===== config.mk =====
export PLATFORM = sky130hd
export DESIGN_NAME = isf_top
export DESIGN_NICKNAME = d
export VERILOG_FILES = /design/src/verilog/isf_pkg.sv /design/src/verilog/isf_top.sv
export SDC_FILE = /design/constraint.sdc
export NUM_CORES = 1
export LEC_CHECK = 0
export BUFFER_PORTS_ARGS = -buffer_cell sky130_fd_sc_hd__buf_2
export CAP_MARGIN = 40
export CORE_MARGIN = 10
export CORE_UTILIZATION = 40
export DETAILED_ROUTE_END_ITERATION = 10
export MAX_ROUTING_LAYER = met4
export PLACE_DENSITY = 0.75
export REMOVE_ABC_BUFFERS = 1
export SLEW_MARGIN = 20
export SYNTH_ARGS = -nofsm -noshare
export SYNTH_HDL_FRONTEND = slang
export SYNTH_SLANG_ARGS = --single-unit
export TNS_END_PERCENT = 10

===== constraint.sdc =====
create_clock -name MCLK -period 1.8 [get_ports MCLK]
set_input_delay 0.27 -clock MCLK [delete_from_list [all_inputs] [get_ports MCLK]]
set_output_delay 0.27 -clock MCLK [all_outputs]
set_load 0.05 [all_outputs]

===== src/verilog/isf_pkg.sv =====
// shared constants and types for the interrupt status and flag block
package isf_pkg;

    // ------------------------------------------------------------
    // register byte offsets
    // ------------------------------------------------------------
    localparam logic [7:0] ISF_OFS_STATUS = 8'h00;
    localparam logic [7:0] ISF_OFS_RELOAD = 8'h04;
    localparam logic [7:0] ISF_OFS_FLAGS = 8'h08;
    localparam logic [7:0] ISF_OFS_CONTROL = 8'h0C;
    localparam logic [7:0] ISF_OFS_EVT_STAT = 8'h10;
    localparam logic [7:0] ISF_OFS_EVT_MASK = 8'h14;

    // ------------------------------------------------------------
    // field positions
    // ------------------------------------------------------------
    localparam int ISF_LEVEL_LSB = 8;
    localparam int ISF_LEVEL_MSB = 10;
    localparam int ISF_HANDLER_LSB = 0;
    localparam int ISF_HANDLER_MSB = 5;
    localparam int ISF_MULTI_BIT = 12;
    localparam int ISF_THR_LSB = 8;
    localparam int ISF_THR_MSB = 10;
    localparam int ISF_EVT_FLAG = 0;
    localparam int ISF_EVT_PROX = 1;
    localparam int ISF_EVT_PRESENT = 2;
    localparam int ISF_EVT_W = 3;

    // ------------------------------------------------------------
    // reset values
    // ------------------------------------------------------------
    localparam logic [31:0] ISF_RST_WORD = 32'h0000_0000;
    localparam logic [2:0] ISF_RST_LEVEL = 3'h0;
    localparam logic [5:0] ISF_RST_HANDLER = 6'h00;
    localparam logic [2:0] ISF_THR_OFF = 3'h0;

    // ------------------------------------------------------------
    // types
    // ------------------------------------------------------------
    typedef struct packed {
        logic valid;
        logic [2:0] level;
        logic [5:0] handler;
    } isf_present_t;

    // one request per source, msb first
    typedef struct packed {
        logic twowire_one_master_flag;
        logic twowire_one_slave_flag;
        logic twowire_one_collision_flag;
        logic async_one_transmit_flag;
        logic async_one_receive_flag;
        logic async_one_error_flag;
        logic sync_one_receive_flag;
        logic sync_one_transmit_flag;
        logic sync_one_error_flag;
        logic compare_five_flag;
        logic capture_five_flag;
        logic timer_five_flag;
        logic pin_irq_four_flag;
        logic compare_four_flag;
        logic capture_four_flag;
        logic timer_four_flag;
        logic pin_irq_three_flag;
        logic compare_three_flag;
        logic capture_three_flag;
        logic timer_three_flag;
        logic pin_irq_two_flag;
        logic compare_two_flag;
        logic capture_two_flag;
        logic timer_two_flag;
        logic pin_irq_one_flag;
        logic compare_one_flag;
        logic capture_one_flag;
        logic timer_one_flag;
        logic pin_irq_zero_flag;
        logic core_soft_one_flag;
        logic core_soft_zero_flag;
        logic core_timer_flag;
    } isf_flags_t;

endpackage


===== src/verilog/isf_top.sv =====
// interrupt status, proximity reload and first request flag registers
`timescale 1ns/10ps
module isf_top (
    // clock, reset, enable
    input wire logic MCLK,
    input wire logic SYS_RST,
    input wire logic CE,
    // apb slave
    input wire logic PSEL,
    input wire logic PENABLE,
    input wire logic PWRITE,
    input wire logic [7:0] PADDR,
    input wire logic [31:0] PWDATA,
    output logic [31:0] PRDATA,
    output logic PREADY,
    output logic PSLVERR,
    // request sources and dispatch
    input isf_pkg::isf_flags_t EVENTS,
    input isf_pkg::isf_present_t PRESENT,
    // proximity timer side and dispatch select
    output logic PROX_START,
    output logic [31:0] PROX_RELOAD,
    output logic MULTI_ENTRY,
    // interrupt
    output logic IRQ
);
    import isf_pkg::*;

    // ------------------------------------------------------------
    // apb decode
    // ------------------------------------------------------------
    logic access;
    logic wr;
    logic mapped;
    logic setup;

    always_comb begin
        mapped = (PADDR == ISF_OFS_STATUS) || (PADDR == ISF_OFS_RELOAD) ||
                 (PADDR == ISF_OFS_FLAGS) || (PADDR == ISF_OFS_CONTROL) ||
                 (PADDR == ISF_OFS_EVT_STAT) || (PADDR == ISF_OFS_EVT_MASK);
        // held off while frozen so no write lands on a stalled block
        PREADY = CE;
        access = PSEL && PENABLE && CE;
        wr = access && PWRITE && mapped;
        setup = PSEL && !PENABLE && CE;
        PSLVERR = access && !mapped;
    end

    // ------------------------------------------------------------
    // registers
    // ------------------------------------------------------------
    logic [2:0] level_reg, level_next;
    logic [5:0] handler_reg, handler_next;
    logic [31:0] reload_reg, reload_next;
    isf_flags_t flags_reg, flags_next;
    logic multi_reg, multi_next;
    logic [2:0] thr_reg, thr_next;
    logic [ISF_EVT_W-1:0] evt_stat_reg, evt_stat_next;
    logic [ISF_EVT_W-1:0] evt_mask_reg, evt_mask_next;
    logic prox_reg, prox_next;
    logic [31:0] rdata_reg, rdata_next;
    logic [31:0] status_word;
    logic [31:0] control_word;
    logic [ISF_EVT_W-1:0] evt_raise;
    logic prox_hit;

    always_comb begin
        status_word = ISF_RST_WORD;
        // reserved bits stay zero
        status_word[ISF_LEVEL_MSB:ISF_LEVEL_LSB] = level_reg;
        status_word[ISF_HANDLER_MSB:ISF_HANDLER_LSB] = handler_reg;
        control_word = ISF_RST_WORD;
        control_word[ISF_MULTI_BIT] = multi_reg;
        control_word[ISF_THR_MSB:ISF_THR_LSB] = thr_reg;
        // group priority at or below a nonzero threshold starts the timer
        prox_hit = PRESENT.valid && (thr_reg != ISF_THR_OFF) && (PRESENT.level <= thr_reg);
    end

    always_comb begin
        level_next = level_reg;
        handler_next = handler_reg;
        reload_next = reload_reg;
        multi_next = multi_reg;
        thr_next = thr_reg;
        evt_mask_next = evt_mask_reg;
        prox_next = 1'b0;
        rdata_next = rdata_reg;
        if (PRESENT.valid) begin
            level_next = PRESENT.level;
            // single-entry dispatch shares handler zero
            handler_next = multi_reg ? PRESENT.handler : ISF_RST_HANDLER;
        end
        prox_next = prox_hit;
        // a write takes the whole word, then events are or-ed back in
        flags_next = flags_reg | EVENTS;
        if (wr && (PADDR == ISF_OFS_FLAGS)) begin
            flags_next = isf_flags_t'(PWDATA) | EVENTS;
        end
        if (wr && (PADDR == ISF_OFS_RELOAD)) begin
            reload_next = PWDATA;
        end
        if (wr && (PADDR == ISF_OFS_CONTROL)) begin
            multi_next = PWDATA[ISF_MULTI_BIT];
            thr_next = PWDATA[ISF_THR_MSB:ISF_THR_LSB];
        end
        if (wr && (PADDR == ISF_OFS_EVT_MASK)) begin
            evt_mask_next = PWDATA[ISF_EVT_W-1:0];
        end
        evt_raise = '0;
        evt_raise[ISF_EVT_FLAG] = |EVENTS;
        evt_raise[ISF_EVT_PROX] = prox_hit;
        evt_raise[ISF_EVT_PRESENT] = PRESENT.valid;
        // set beats a same-cycle write-one-to-clear
        evt_stat_next = evt_stat_reg | evt_raise;
        if (wr && (PADDR == ISF_OFS_EVT_STAT)) begin
            evt_stat_next = (evt_stat_reg & ~PWDATA[ISF_EVT_W-1:0]) | evt_raise;
        end
        // read data captured in setup, answered in access
        if (setup) begin
            unique case (PADDR)
                ISF_OFS_STATUS: rdata_next = status_word;
                ISF_OFS_RELOAD: rdata_next = reload_reg;
                ISF_OFS_FLAGS: rdata_next = flags_reg;
                ISF_OFS_CONTROL: rdata_next = control_word;
                ISF_OFS_EVT_STAT: rdata_next = {29'h0000_0000, evt_stat_reg};
                ISF_OFS_EVT_MASK: rdata_next = {29'h0000_0000, evt_mask_reg};
                default: rdata_next = ISF_RST_WORD;
            endcase
        end
    end

    always_ff @(posedge MCLK) begin
        if (SYS_RST) begin
            level_reg <= ISF_RST_LEVEL;
            handler_reg <= ISF_RST_HANDLER;
            reload_reg <= ISF_RST_WORD;
            flags_reg <= isf_flags_t'(ISF_RST_WORD);
            multi_reg <= 1'b0;
            thr_reg <= ISF_THR_OFF;
            evt_stat_reg <= '0;
            evt_mask_reg <= '0;
            prox_reg <= 1'b0;
            rdata_reg <= ISF_RST_WORD;
        end else if (CE) begin
            level_reg <= level_next;
            handler_reg <= handler_next;
            reload_reg <= reload_next;
            flags_reg <= flags_next;
            multi_reg <= multi_next;
            thr_reg <= thr_next;
            evt_stat_reg <= evt_stat_next;
            evt_mask_reg <= evt_mask_next;
            prox_reg <= prox_next;
            rdata_reg <= rdata_next;
        end
    end

    // ------------------------------------------------------------
    // outputs
    // ------------------------------------------------------------
    always_comb begin
        PRDATA = rdata_reg;
        PROX_START = prox_reg;
        PROX_RELOAD = reload_reg;
        MULTI_ENTRY = multi_reg;
        IRQ = |(evt_stat_reg & evt_mask_reg);
    end
endmodule


## Word-level counts from Yosys, hierarchy flattened

Index checks and enable logic that the tools add are counted.

| operators by class | value |
|---|---|
| order comparisons | 1 |
| equality and inequality tests | 5 |
| multiplexer cells | 4 |
| bitwise gates (word level) | 7 |
| reductions and logical operators | 30 |

Operators with widths:

| cell | count |
|---|---|
| case mux 32 bit (6 select lines) | 1 |
| bitwise OR 32 bit | 2 |
| 2-to-1 mux 32 bit | 1 |
| OR reduction 32 bit | 1 |
| == test 8 x 4 -> 1 bit (second input constant) | 2 |
| == test 8 x 5 -> 1 bit (second input constant) | 2 |
| logical AND 1 bit | 14 |
| AND reduction 2 bit | 5 |
| == test 8 x 3 -> 1 bit (second input constant) | 1 |
| logical NOT 8 bit | 1 |
| AND 3 bit | 2 |
| 2-to-1 mux 6 bit | 1 |
| bitwise OR 3 bit | 2 |
| logical OR 1 bit | 5 |
| less-or-equal comparator 3 bit | 1 |
| 2-to-1 mux 3 bit | 1 |
| inverter 3 bit | 1 |
| nonzero test 3 bit | 1 |
| OR reduction 3 bit | 1 |
| logical NOT 1 bit | 2 |

| storage, ports and cells | value |
|---|---|
| bits in registers | 116 |
| input bits | 88 |
| output and inout bits | 69 |
| logic and storage cells | 88 |

## Longest topological paths before layout

| depth | value |
|---|---|
| depth after elaboration | 9 |
| gate-level depth with buffers | 7 |
| mapped depth without buffers | 6 |

## Worst setup path before layout

OpenSTA, ideal clock, no wires.

| path | value |
|---|---|
| kind | input to output |
| from | input CE |
| to | output PSLVERR |
| arrival | 1.665 ns |
| required time | 1.530 ns |
| slack | -0.135 ns |
| cell stages on the path | 4 |
| path buffers | 2 |
| cell sequence | clkbuf_1 > clkbuf_1 > nand3_1 > a21oi_1 |

| on the way | value |
|---|---|
| word-level cells in the longest chain between the ends | 2 |

RTL lines:

| item | line | text |
|---|---|---|
| from (decl) | isf_top.sv:7 | `input wire logic CE,` |
| logical AND 1 bit | isf_top.sv:43 | `access = PSEL && PENABLE && CE;` |
| logical AND 1 bit | isf_top.sv:46 | `PSLVERR = access && !mapped;` |
| to (decl) | isf_top.sv:16 | `output logic PSLVERR,` |

No other way between the ends.

## Worst setup path in the final report

| path | value |
|---|---|
| from | input PADDR[1] |
| to | output PSLVERR |

| on the way | value |
|---|---|
| word-level cells in the longest chain between the ends | 8 |
| elaborated cells between the ends (all ways) | 13 |
| those cells by class | eq/ne (5); reduce/logical (8) |

RTL lines:

| item | line | text |
|---|---|---|
| from (decl) | isf_top.sv:12 | `input wire logic [7:0] PADDR,` |
| == test 8 x 3 -> 1 bit / logical NOT 8 bit (equally long branches) | isf_top.sv:38 | `mapped = (PADDR == ISF_OFS_STATUS) \|\| (PADDR == ISF_OFS_RELOAD) \|\|` |
| logical OR 1 bit (2 in series) | isf_top.sv:38 |  |
| logical OR 1 bit (2 in series) | isf_top.sv:39 | `(PADDR == ISF_OFS_FLAGS) \|\| (PADDR == ISF_OFS_CONTROL) \|\|` |
| logical OR 1 bit (*) | isf_top.sv:40 | `(PADDR == ISF_OFS_EVT_STAT) \|\| (PADDR == ISF_OFS_EVT_MASK);` |
| logical NOT 1 bit (*) | isf_top.sv:46 |  |
| logical AND 1 bit (*) | isf_top.sv:46 |  |

Mark *: on every way between the ends. The rest lies on a longest branch, timed or not.

==> reports/metrics.cfg <==
[place]
post-dp-hpwl_mm=12.2
place_inst=943
numPortBuffers=156
place.gp.congestion=0.879
postPlaceCellArea_um2=6140

[detailed_routing]
met1_length_mm=7.46
drc=0
wl_met2_mm=8.20
wl_mm=17.1
top_layer=met4
num_vias=5235
wl_per_cell_um=17.5
avgViaCountPerCell=5.36
ant_nets=0
drt_iter0_markers=401
dr_wl_met3_mm=1.14
first_pass_iters=5

[timing]
slew_violations=0
fin_crit_sh=0.940
fin_crit_ps=1690
max_freq_mhz=591
worst_pin_slew_ps=443
setup_viol=0
skew_ps=6.38
hold_viol=0
relSlewSlack=0.703
rsz0062_at_grt=no
finalSetupTns_ps=0

[setup_path]
crit_buf_inv=3
worstPathCellList=buf_2 -> or4_4 -> buf_4 -> nor2_1 -> a21oi_1 -> buf_2
r2r_start=thr_reg[1]
cp_top_family=simple AND/OR/NAND/NOR gates
cp.required_ps=1530
cp-end-kind=primary output
crit_path_start_kind=primary input
reg2reg_slack_ps=360
critPathSlowestCell=or4_4
cp.depth=6
rr_endpoint=evt_stat_reg[1]
cp_max_fo=3
crit_top_cell=buf_2
critPathKind=in -> out
critPathMaxStageDelay_ps=530
r2r_cells=6
crit_arrival_ps=1420

[logic_synthesis]
ys_top_cells_by_area=dfxtp_1 (46%), nand2_1 (15%), a21oi_1 (7.3%)
synth_commonest_cells=nand2_1 (205), dfxtp_1 (116), a21oi_1 (73), clkbuf_1 (46), nand3_1 (36)
yosysMostFrequentCell=nand2_1
synth_area_per_cell_um2=7.82
ys.flop_type=dfxtp_1
synth_edf_count=0
yosysTopAreaCell=dfxtp_1
yosysWarnings=0
async_reset_ff_frac=0
ys_ff_latch=116
syn_inst=643
syn-cell-area_um2=5030
synth_top_area_frac=0.462
ys_types=41
seq_area_frac_synth=0.462

[clock_tree]
cts_tree=done
cts_sinks=116
cts_resized=0
clk_pin_slew_ps=50
clock_latency_ps=410
postCtsHoldBufs=0
cts_buffers=17
h-tree-depth=4
cts.path.max_buffers=2
cts-root-buf=clkbuf_16
cts_setup_buffers=0

[layout]
multi_input_comb_area_um2=2470
area_delta_synth_final_pct=33.8
nNetsFinal=885
nFillCells=1167
drive_above_1_share=0.278
final_cells=976
postLayoutCellArea_um2=6730
register_area_um2=2320

[power]
ir_worst_vdd_mv=0.483
powerDensity_nw_per_um2=954
p_leak_nw=2.82

[global_routing]
grt_first_pass_wirelength_mm=27.0
grt_max_degree=58
globalRouteTotalUtil=0.197
grt-ovfl-total=0
first_global_vias=5168
antenna_found_initial=1

[hold_path]
hp-class=in -> reg
min_to=PROX_RELOAD[24]
hp-start=PWDATA[24]
hold_depth=3

[floorplanning]
core_um2=12200
ios=157
die_y_um=132
fp-row-count=40
dieArea_um2=17500
die_w_um=132
start_util=0.413

[status]
status=finished clean

[job]
maxCapViolCount=0

## how the worst max path moves through the flow
| stage | start | to |
|---|---|---|
| finish | PADDR[1] | PSLVERR |
| global route | PADDR[1] | PSLVERR |
| CTS | PADDR[1] | PSLVERR |
| detailed placement | PADDR[1] | evt_mask_reg[0] |
| global placement | PADDR[1] | evt_mask_reg[2] |
| floorplan | PADDR[1] | PRDATA[10] |
## area by class of cell
class,instances,area share
clock inverters,2,0.00521
flip-flops and latches,116,0.345
well taps,168,0.0312
repair buffers,186,0.163
diodes,1,0.000372
multi-input cells,464,0.368
inverters,9,0.00502
clock buffers,30,0.0824
## per-stage QoR
step | power (W) | utilization | hold slack [ps] | worst slack [ps]
floorplan | 0.00285 | - | 339 | -836
global placement | 0.00315 | 0.505 | 438 | -311
detailed placement | 0.00315 | 0.505 | 444 | -337
CTS | 0.00646 | 0.553 | 94.6 | 110
global route | 0.00663 | 0.553 | 107 | 22.4
finish | 0.00642 | 0.553 | 113 | 108
## layer usage
metal  vias up  GRT usage
li1       2548          -
met3        26     0.0442
met5         -          -
met1      2448      0.235
met2       213      0.317
met4         0     0.0717
## power breakdown
part           internal (W)  switching, W  total [W]
Combinational      0.000181      0.000271   0.000452
Sequential          0.00263     0.0000282    0.00266
Clock               0.00219       0.00112    0.00331
## cells by family (layout without fill, tap and decap cells)
family | Yosys count | in the layout | synth area share
fa+ha+maj | 3 | 3 | 0.00747
compound gates | 151 | 151 | 0.186
simple gates | 293 | 293 | 0.255
other cells | 0 | 1 | 0
mux | 17 | 17 | 0.0416
flops | 116 | 116 | 0.462
buf+inv | 63 | 227 | 0.0485
## cell usage in the layout, fill, tap and decap left out, types with 9 or more instances in the layout
cell       instances
mux2i_1           13
nor2_1            10
a31oi_1           32
a21oi_1           73
inv_1              9
buf_2            155
buf_4             24
nand2_1          205
nand3_1           36
clkbuf_16         17
a22o_1            23
dfxtp_1          116
nor4_1             9
## tightest hold or removal path: stages
cell,delay (ps)
buf_2,100
nand2_1,50
a21oi_1,50
(Power assumes the default switching activity.)
